## src/bwa_pkg.sv

```systemverilog
package bwa_pkg;
    // register port
    localparam int         ADDR_W        = 8;
    localparam int         DATA_W        = 32;
    localparam logic [7:0] OFF_CTRL      = 8'h00;
    localparam logic [7:0] OFF_STATUS    = 8'h04;
    localparam logic [7:0] OFF_INT_STAT  = 8'h08;
    localparam logic [7:0] OFF_INT_MASK  = 8'h0c;
    localparam logic [7:0] OFF_PHASE_MAP = 8'h10;
    // field positions
    localparam int CTRL_START   = 0;
    localparam int ST_READY     = 0;
    localparam int ST_BIT       = 1;
    localparam int ST_WORD      = 2;
    localparam int ST_FAIL      = 3;
    localparam int ST_BUSY      = 4;
    localparam int ST_EYE_LSB   = 8;
    localparam int INT_BIT      = 0;
    localparam int INT_WORD     = 1;
    localparam int INT_FAIL     = 2;
    localparam int INT_W        = 3;
    // alignment figures
    localparam int             PH_W        = 4;
    localparam int             EYE_W       = 5;
    localparam int             WORD_W      = 7;
    localparam logic [4:0]     NUM_PHASES  = 5'h10;
    localparam logic [3:0]     LAST_PHASE  = 4'hf;
    localparam logic [4:0]     MIN_EYE     = 5'h03;
    localparam logic [6:0]     CLK_PATTERN = 7'h63;
    localparam logic [2:0]     MAX_ROT     = 3'h7;
    localparam logic [5:0]     SCAN_LAST   = 6'h1f;
    localparam logic [3:0]     SETTLE_CYC  = 4'h8;
    localparam logic [2:0]     SAMPLES     = 3'h4;
    localparam logic           PHASE_FWD   = 1'b0;

    typedef enum logic [3:0] {
        S_IDLE     = 4'b0000,
        S_WAIT_PLL = 4'b0001,
        S_SWEEP_WT = 4'b0010,
        S_SAMPLE   = 4'b0011,
        S_STEP     = 4'b0100,
        S_SCAN     = 4'b0101,
        S_MOVE     = 4'b0110,
        S_MOVE_WT  = 4'b0111,
        S_WCHECK   = 4'b1000,
        S_ROT_WT   = 4'b1001,
        S_DONE     = 4'b1010,
        S_FAIL     = 4'b1011
    } bwa_state_t;
endpackage

```

## src/bwa_bit_word_aligner.sv

```systemverilog
// How it works
// - Whole aligner runs on the divided receive clock of the 7:1 path.
// - While reset is asserted every output is held at zero.
// - Alignment waits until the PLL lock input has gone high.
// - An update request starts alignment, or restarts it from the beginning.
// - Phase direction output is fixed to forward, logic zero.
// - Bit alignment steps the PLL through all 16 phases.
// - At each phase the clock lane word is checked; phases near transitions flagged.
// - Final phase is the one farthest from any flagged transition.
// - Lock needs an eye of at least three of sixteen points per bit.
// - Eye width output reports the final valid window size.
// - Bit aligned flag rises once bit alignment succeeds.
// - Word alignment begins only after bit alignment is done.
// - Each rotate pulse shifts the deserializer word by two bits.
// - At most seven rotate pulses visit all seven framings.
// - Word alignment ends when the clock word equals 7'h63.
// - Word aligned flag rises once the framing is found.
// - Ready rises only after the whole procedure has finished.
`timescale 1ns/1ps
module bwa_bit_word_aligner
    import bwa_pkg::*;
(
    // clock and reset
    input  wire logic              i_mclk,
    input  wire logic              i_rst_n,
    // pll and deserializer side
    input  wire logic              i_pll_locked,
    input  wire logic              i_update,
    input  wire logic [WORD_W-1:0] i_clock_lane_word,
    output logic                   o_phase_advance_pulse,
    output logic                   o_phase_direction,
    output logic                   o_word_rotate_pulse,
    // status
    output logic [EYE_W-1:0]       o_eye_width,
    output logic                   o_bit_aligned_flag,
    output logic                   o_word_aligned_flag,
    output logic                   o_ready,
    // register port
    input  wire logic [ADDR_W-1:0] i_addr,
    input  wire logic [DATA_W-1:0] i_wr_data,
    input  wire logic              i_wr,
    input  wire logic              i_rd,
    output logic [DATA_W-1:0]      o_rd_data,
    output logic                   o_irq
);

    // true when w is some rotation of the clock pattern
    function automatic logic clock_shaped(input logic [WORD_W-1:0] w);
        logic [WORD_W-1:0] r;
        logic              hit;
        r   = CLK_PATTERN;
        hit = 1'b0;
        for (int i = 0; i < WORD_W; i++) begin
            if (w == r) begin
                hit = 1'b1;
            end
            r = {r[WORD_W-2:0], r[WORD_W-1]};
        end
        return hit;
    endfunction

    bwa_state_t        state_reg;
    bwa_state_t        state_next;
    logic              lock_s1_reg;
    logic              lock_s2_reg;
    logic [3:0]        wait_reg;
    logic [2:0]        samp_reg;
    logic [WORD_W-1:0] ref_word_reg;
    logic              bad_reg;
    logic [15:0]       good_map_reg;
    logic [PH_W-1:0]   cur_phase_reg;
    logic [PH_W-1:0]   target_reg;
    logic [PH_W-1:0]   sweep_base_reg;
    logic [5:0]        scan_reg;
    logic [EYE_W-1:0]  run_reg;
    logic [EYE_W-1:0]  best_reg;
    logic [PH_W-1:0]   best_end_reg;
    logic [2:0]        rot_reg;
    logic              step_reg;
    logic              rot_pulse_reg;
    logic              dir_reg;
    logic [EYE_W-1:0]  eye_reg;
    logic              bit_ok_reg;
    logic              word_ok_reg;
    logic              ready_reg;
    logic              fail_reg;
    logic [INT_W-1:0]  int_stat_reg;
    logic [INT_W-1:0]  int_mask_reg;
    logic [DATA_W-1:0] rd_data_reg;
    logic              irq_reg;

    // register decode
    wire wr_ctrl  = i_wr && (i_addr == OFF_CTRL);
    wire wr_istat = i_wr && (i_addr == OFF_INT_STAT);
    wire wr_imask = i_wr && (i_addr == OFF_INT_MASK);
    wire start_req = i_update | (wr_ctrl & i_wr_data[CTRL_START]);

    wire wait_done = (wait_reg == 4'h0);
    wire samp_last = (samp_reg == SAMPLES - 3'h1);
    // pll phase is not reset by a restart, so the sweep ends one short of its start
    wire [PH_W-1:0] sweep_end = sweep_base_reg - 4'h1;
    wire sweep_last = (cur_phase_reg == sweep_end);
    wire word_diff = (samp_reg != 3'h0) && (i_clock_lane_word != ref_word_reg);
    wire near_edge = bad_reg | word_diff | ~clock_shaped(i_clock_lane_word);
    wire scan_good = good_map_reg[scan_reg[3:0]];
    wire [EYE_W-1:0] run_inc = (run_reg == NUM_PHASES) ? run_reg : run_reg + 5'h01;
    wire scan_best = scan_good && (run_inc > best_reg);
    wire scan_end  = (scan_reg == SCAN_LAST);
    // eye at least three of sixteen points
    wire eye_ok    = (best_reg >= MIN_EYE);
    wire [PH_W-1:0] centre = best_end_reg - best_reg[PH_W:1];
    wire word_match = (i_clock_lane_word == CLK_PATTERN);

    wire [INT_W-1:0] int_set;
    assign int_set[INT_BIT]  = (state_reg == S_MOVE_WT) && wait_done &&
                               (cur_phase_reg == target_reg);
    assign int_set[INT_WORD] = (state_reg == S_WCHECK) && word_match;
    assign int_set[INT_FAIL] = (state_next == S_FAIL) && (state_reg != S_FAIL);
    wire [INT_W-1:0] int_clr = wr_istat ? i_wr_data[INT_W-1:0] : {INT_W{1'b0}};
    // set wins over a clear in the same cycle
    wire [INT_W-1:0] int_next = (int_stat_reg & ~int_clr) | int_set;

    wire [DATA_W-1:0] status_word = {
        {(DATA_W - ST_EYE_LSB - EYE_W){1'b0}}, eye_reg, 3'h0,
        (state_reg != S_IDLE) && !ready_reg && !fail_reg,
        fail_reg, word_ok_reg, bit_ok_reg, ready_reg
    };
    wire [DATA_W-1:0] rd_mux =
        (i_addr == OFF_STATUS)    ? status_word :
        (i_addr == OFF_INT_STAT)  ? {{(DATA_W-INT_W){1'b0}}, int_stat_reg} :
        (i_addr == OFF_INT_MASK)  ? {{(DATA_W-INT_W){1'b0}}, int_mask_reg} :
        (i_addr == OFF_PHASE_MAP) ? {16'h0000, good_map_reg} :
        {DATA_W{1'b0}};

    // sequencer
    always_comb begin
        state_next = state_reg;
        unique case (state_reg)
            S_IDLE: begin
                state_next = S_IDLE;
            end
            S_WAIT_PLL: begin
                if (lock_s2_reg) begin
                    state_next = S_SWEEP_WT;
                end
            end
            S_SWEEP_WT: begin
                if (wait_done) begin
                    state_next = S_SAMPLE;
                end
            end
            // sixteen phases from the start point
            S_SAMPLE: begin
                if (samp_last) begin
                    state_next = sweep_last ? S_SCAN : S_STEP;
                end
            end
            S_STEP: begin
                state_next = S_SWEEP_WT;
            end
            S_SCAN: begin
                if (scan_end) begin
                    // target settles before the first compare
                    state_next = eye_ok ? S_MOVE_WT : S_FAIL;
                end
            end
            S_MOVE: begin
                state_next = S_MOVE_WT;
            end
            S_MOVE_WT: begin
                if (wait_done) begin
                    state_next = (cur_phase_reg == target_reg) ? S_WCHECK : S_MOVE;
                end
            end
            S_WCHECK: begin
                if (word_match) begin
                    state_next = S_DONE;
                end else if (rot_reg == MAX_ROT) begin
                    state_next = S_FAIL;
                end else begin
                    state_next = S_ROT_WT;
                end
            end
            S_ROT_WT: begin
                if (wait_done) begin
                    state_next = S_WCHECK;
                end
            end
            S_DONE: begin
                state_next = S_DONE;
            end
            S_FAIL: begin
                state_next = S_FAIL;
            end
            default: begin
                state_next = S_IDLE;
            end
        endcase
        if (start_req) begin
            state_next = S_WAIT_PLL;
        end
    end

    always_ff @(posedge i_mclk or negedge i_rst_n) begin
        if (!i_rst_n) begin
            state_reg   <= S_IDLE;
            lock_s1_reg <= 1'b0;
            lock_s2_reg <= 1'b0;
        end else begin
            state_reg   <= state_next;
            lock_s1_reg <= i_pll_locked;
            lock_s2_reg <= lock_s1_reg;
        end
    end

    // settle and sample counters
    always_ff @(posedge i_mclk or negedge i_rst_n) begin
        if (!i_rst_n) begin
            wait_reg     <= 4'h0;
            samp_reg     <= 3'h0;
            ref_word_reg <= '0;
            bad_reg      <= 1'b0;
        end else begin
            if (state_next != state_reg) begin
                wait_reg <= SETTLE_CYC;
            end else if (!wait_done) begin
                wait_reg <= wait_reg - 4'h1;
            end
            if (state_reg == S_SAMPLE) begin
                samp_reg <= samp_reg + 3'h1;
                bad_reg  <= near_edge;
                if (samp_reg == 3'h0) begin
                    ref_word_reg <= i_clock_lane_word;
                end
            end else begin
                samp_reg <= 3'h0;
                bad_reg  <= 1'b0;
            end
        end
    end

    always_ff @(posedge i_mclk or negedge i_rst_n) begin
        if (!i_rst_n) begin
            step_reg       <= 1'b0;
            cur_phase_reg  <= '0;
            good_map_reg   <= 16'h0000;
            sweep_base_reg <= '0;
        end else begin
            step_reg <= 1'b0;
            // sweep starts wherever the pll phase stands
            if (state_reg == S_WAIT_PLL) begin
                sweep_base_reg <= cur_phase_reg;
            end
            if ((state_reg == S_SAMPLE) && samp_last) begin
                good_map_reg[cur_phase_reg] <= ~near_edge;
            end
            if ((state_reg == S_STEP) ||
                ((state_reg == S_MOVE) && (cur_phase_reg != target_reg))) begin
                step_reg      <= 1'b1;
                cur_phase_reg <= cur_phase_reg + 4'h1;
            end
        end
    end

    // widest circular run of good phases
    always_ff @(posedge i_mclk or negedge i_rst_n) begin
        if (!i_rst_n) begin
            scan_reg     <= '0;
            run_reg      <= '0;
            best_reg     <= '0;
            best_end_reg <= '0;
            target_reg   <= '0;
        end else if (state_reg == S_SCAN) begin
            scan_reg <= scan_reg + 6'h01;
            run_reg  <= scan_good ? run_inc : 5'h00;
            if (scan_best) begin
                best_reg     <= run_inc;
                best_end_reg <= scan_reg[3:0];
            end
        end else begin
            if (state_reg == S_SAMPLE) begin
                scan_reg <= '0;
                run_reg  <= '0;
                best_reg <= '0;
            end
            target_reg <= centre;
        end
    end

    always_ff @(posedge i_mclk or negedge i_rst_n) begin
        if (!i_rst_n) begin
            rot_pulse_reg <= 1'b0;
            rot_reg       <= 3'h0;
        end else begin
            rot_pulse_reg <= 1'b0;
            if (start_req) begin
                rot_reg <= 3'h0;
            end else if (state_next == S_ROT_WT && state_reg == S_WCHECK) begin
                // one pulse moves framing by two bits
                rot_pulse_reg <= 1'b1;
                rot_reg       <= rot_reg + 3'h1;
            end
        end
    end

    // status flags
    always_ff @(posedge i_mclk or negedge i_rst_n) begin
        if (!i_rst_n) begin
            dir_reg     <= 1'b0;
            eye_reg     <= '0;
            bit_ok_reg  <= 1'b0;
            word_ok_reg <= 1'b0;
            ready_reg   <= 1'b0;
            fail_reg    <= 1'b0;
        end else if (start_req) begin
            dir_reg     <= PHASE_FWD;
            eye_reg     <= '0;
            bit_ok_reg  <= 1'b0;
            word_ok_reg <= 1'b0;
            ready_reg   <= 1'b0;
            fail_reg    <= 1'b0;
        end else begin
            dir_reg <= PHASE_FWD;
            if (state_reg == S_SCAN && scan_end) begin
                eye_reg <= best_reg;
            end
            if (int_set[INT_BIT]) begin
                bit_ok_reg <= 1'b1;
            end
            if (int_set[INT_WORD]) begin
                word_ok_reg <= 1'b1;
                ready_reg   <= 1'b1;
            end
            if (int_set[INT_FAIL]) begin
                fail_reg <= 1'b1;
            end
        end
    end

    // register port and interrupt
    always_ff @(posedge i_mclk or negedge i_rst_n) begin
        if (!i_rst_n) begin
            int_stat_reg <= '0;
            int_mask_reg <= '0;
            rd_data_reg  <= '0;
            irq_reg      <= 1'b0;
        end else begin
            int_stat_reg <= int_next;
            if (wr_imask) begin
                int_mask_reg <= i_wr_data[INT_W-1:0];
            end
            rd_data_reg <= i_rd ? rd_mux : {DATA_W{1'b0}};
            irq_reg     <= |(int_next & (wr_imask ? i_wr_data[INT_W-1:0] : int_mask_reg));
        end
    end

    assign o_phase_advance_pulse = step_reg;
    assign o_phase_direction     = dir_reg;
    assign o_word_rotate_pulse   = rot_pulse_reg;
    assign o_eye_width           = eye_reg;
    assign o_bit_aligned_flag    = bit_ok_reg;
    assign o_word_aligned_flag   = word_ok_reg;
    assign o_ready               = ready_reg;
    assign o_rd_data             = rd_data_reg;
    assign o_irq                 = irq_reg;

endmodule

```

## config.mk

```make
export PLATFORM = sky130hd
export DESIGN_NAME = bwa_bit_word_aligner
export DESIGN_NICKNAME = d
export VERILOG_FILES = /design/src/bwa_pkg.sv /design/src/bwa_bit_word_aligner.sv
export SDC_FILE = /design/constraint.sdc
export NUM_CORES = 1
export LEC_CHECK = 0
export BUFFER_PORTS_ARGS = -buffer_cell sky130_fd_sc_hd__buf_2
export CORE_MARGIN = 2
export CORE_UTILIZATION = 57
export DETAILED_ROUTE_END_ITERATION = 7
export PLACE_DENSITY = 0.83
export SYNTH_ARGS = -nofsm -noshare
export SYNTH_HDL_FRONTEND = slang
export SYNTH_SLANG_ARGS = --single-unit
```

## constraint.sdc

```tcl
create_clock -name i_mclk -period 3.15 [get_ports i_mclk]
set_input_delay 0.315 -clock i_mclk [delete_from_list [all_inputs] [get_ports i_mclk]]
set_output_delay 0.315 -clock i_mclk [all_outputs]
set_load 0.005 [all_outputs]
```

==> impl_metrics.json <==
{
  "path_class": "register to register",
  "multi_input_comb_area_um2": 2900,
  "grt_pass1_vias": 4116,
  "p_per_area_nw_per_um2": 446,
  "cts.path.max_buffers": 2,
  "synthTopCellsByArea": "dfrtp_1, mux2_2, ha_1, nand2_1, xnor2_1",
  "via_per_inst": 5.87,
  "grt_max_degree": 66,
  "gr-total-overflow": 0,
  "regArea_um2": 2630,
  "outcome": "finished with violations",
  "synth_common_cells": "dfrtp_1, nand2_1, nor2_1",
  "setup.worst_path.end_class": "register",
  "grt_first_pass_wirelength_um": 20200,
  "finalCriticalPeriod_ps": 2640,
  "hpwl_um": 8930,
  "p_leak_nw": 2.96,
  "syn_avg_cell_area_um2": 10.5,
  "io_pins": 97,
  "hold_viol": 4,
  "crit_chain": "inv_1 -> ha_1 -> nand3b_1 -> nor2_1 -> xnor2_1 -> ha_1 -> nor2b_1 -> o21ai_0 -> nand2b_1 -> a211o_1 -> nand3_4 -> mux2_2",
  "ys_ff_latch": 105,
  "max_freq_mhz": 378,
  "num_vias": 4320,
  "n_fill_cell": 775,
  "required_ps": 3430,
  "worstMarginPinSlew_ps": 813,
  "dp_cells": 720,
  "cp_top_family": "compound AO/OA/AOI/OAI gates",
  "fin_skew_ps": 17.5,
  "cts_resized": 0,
  "critPathArrivalTime_ps": 2920,
  "setup_violations": 0,
  "antenna_cells": 0,
  "power.total_mw": 2.82,
  "gp_congestion": 0.932,
  "fin_nets": 674,
  "async_flop_share_pct": 100,
  "seq_area_frac_synth_pct": 45.3,
  "post-route-period-util_pct": 83.9,
  "fp.dieH_um": 105,
  "layout-drive-gt1-share_pct": 21.2,
  "relSlewSlack_pct": 45.8,
  "antenna_found_initial": 0,
  "cts_sinks": 105,
  "die-width_um": 105,
  "netlist.area_leader.share_pct": 45.3,
  "drtAntennaViolNets": 0,
  "ys.flop_type": "dfrtp_1",
  "holdBufCountCts": 0,
  "post-route-drc-count": 0,
  "vdd_drop_max_uv": 224,
  "initial_core_util_pct": 59.1,
  "htree_levels": 3,
  "place_area_um2": 6100,
  "critPathMaxStageDelay_ps": 430,
  "grt_usage_pct": 22.9,
  "cts_tree": "built",
  "slowest_stage": "dfrtp_1",
  "cts_buffers": 9,
  "final_cells": 736,
  "coreArea_um2": 9820,
  "fp-row-count": 36,
  "crit_fanout": 8,
  "rsz0062_at_grt": "false",
  "drt-initial-drc-count": 260,
  "wire_per_inst_um": 16.8,
  "clock_latency_ps": 390,
  "finalSetupTns_ps": 0,
  "holdWs_ps": -9.74,
  "ys_types": 65,
  "worstSetupStartpointType": "register",
  "drt_first_pass_iters": 4,
  "yosysWarnings": 0,
  "synth_most_common_cell": "dfrtp_1",
  "hold_path_class": "input pin to asynchronous set/reset pin",
  "synth_edf_count": 0,
  "critPathLaunch": "run_reg[0]",
  "syn_inst": 551,
  "fin_area_um2": 6320,
  "cap_violations": 0,
  "wirelength_um": 12400,
  "clkTransAtPathRegs_ps": 120,
  "portBuffers": 50,
  "violations": "hold timing",
  "cp_num_buf_inv": 1,
  "synth_top_cell_by_area": "dfrtp_1",
  "syn_to_final_growth_pct": 8.98,
  "cts_root_buf": "clkbuf_8",
  "die-area_um2": 11000,
  "cpMostUsedCell": "ha_1",
  "syn_area_um2": 5800,
  "r2r-start": "run_reg[0]",
  "cts_setup_buffers": 0,
  "final_max_slew_viol_count": 0
}
[cell type report]
cell class                 count  area share, %
tap                          133           2.63
clock buffer                   9           1.96
inverter                      27           1.60
clock inverter                 7           1.58
multi-input combinational    398           45.8
sequential                   105           41.6
timing repair buffer          57           4.83
[per-stage QoR]
stage          util [%]  worst slack, ps  hold WS, ps
2_1_floorplan         -              822         19.4
3_3_place_gp       62.1              611          336
3_5_place_dp       62.1              565          345
4_1_cts            64.4              531         31.5
5_1_grt            64.4              298         32.2
6_report           64.4              507        -9.74
[final timing paths]
kind                                   end  slack [ps]  cells past startpoint
setup / recovery           best_end_reg[1]         510                     12
hold / removal                o_rd_data[1]         -10                      1
setup reg to reg           best_end_reg[1]         510                     12
hold reg to reg                lock_s2_reg         360                      0
max in group asynchronous  good_map_reg[5]        2350                      2
min in group i_mclk            lock_s1_reg          40                      1
[layer usage]
layer	routed length, µm	up-vias	global-route usage (%)
met2	5930	159	37.5
met3	648	17	2.68
li1	-	2015	-
met1	5600	2129	31.7
met5	0	-	0
met4	171	0	7.81
[cell families after synthesis]
| family | count (synthesis) | synth area share, % |
|---|---|---|
| XOR/XNOR | 28 | 4.23 |
| AO/OA/AOI/OAI | 87 | 10.8 |
| adder cells (fa/ha/maj) | 23 | 5.09 |
| AND/OR/NAND/NOR | 193 | 18.2 |
| flip-flops | 105 | 45.3 |
| buffers and inverters | 64 | 5.91 |
| multiplexers | 50 | 10.4 |
| other | 1 | 0.0647 |
[placed cells by master (no fill, tap or decap), drive strengths merged, types with 6 or more instances in the layout]
| cell | instances |
|---|---|
| nor2b | 8 |
| nand2 | 53 |
| xor2 | 7 |
| o21ai | 25 |
| buf | 57 |
| clkbuf | 9 |
| and2 | 8 |
| nor3 | 11 |
| a22o | 9 |
| and3 | 6 |
| inv | 29 |
| nand3 | 29 |
| a21oi | 14 |
| xnor2 | 21 |
| a31oi | 6 |
| conb | 17 |
| nand4 | 11 |
| mux2i | 13 |
| nor2 | 39 |
| dfrtp | 105 |
| mux2 | 32 |
| nand3b | 6 |
| ha | 22 |
[where the power goes]
group | internal [mW] | switching [mW] | leakage, nW
logic | 0.180 | 0.222 | 1.43
clock network | 0.392 | 0.528 | 0.111
registers | 1.43 | 0.0679 | 1.42
total | 2.00 | 0.818 | 2.96
(Power assumes the default switching activity.)
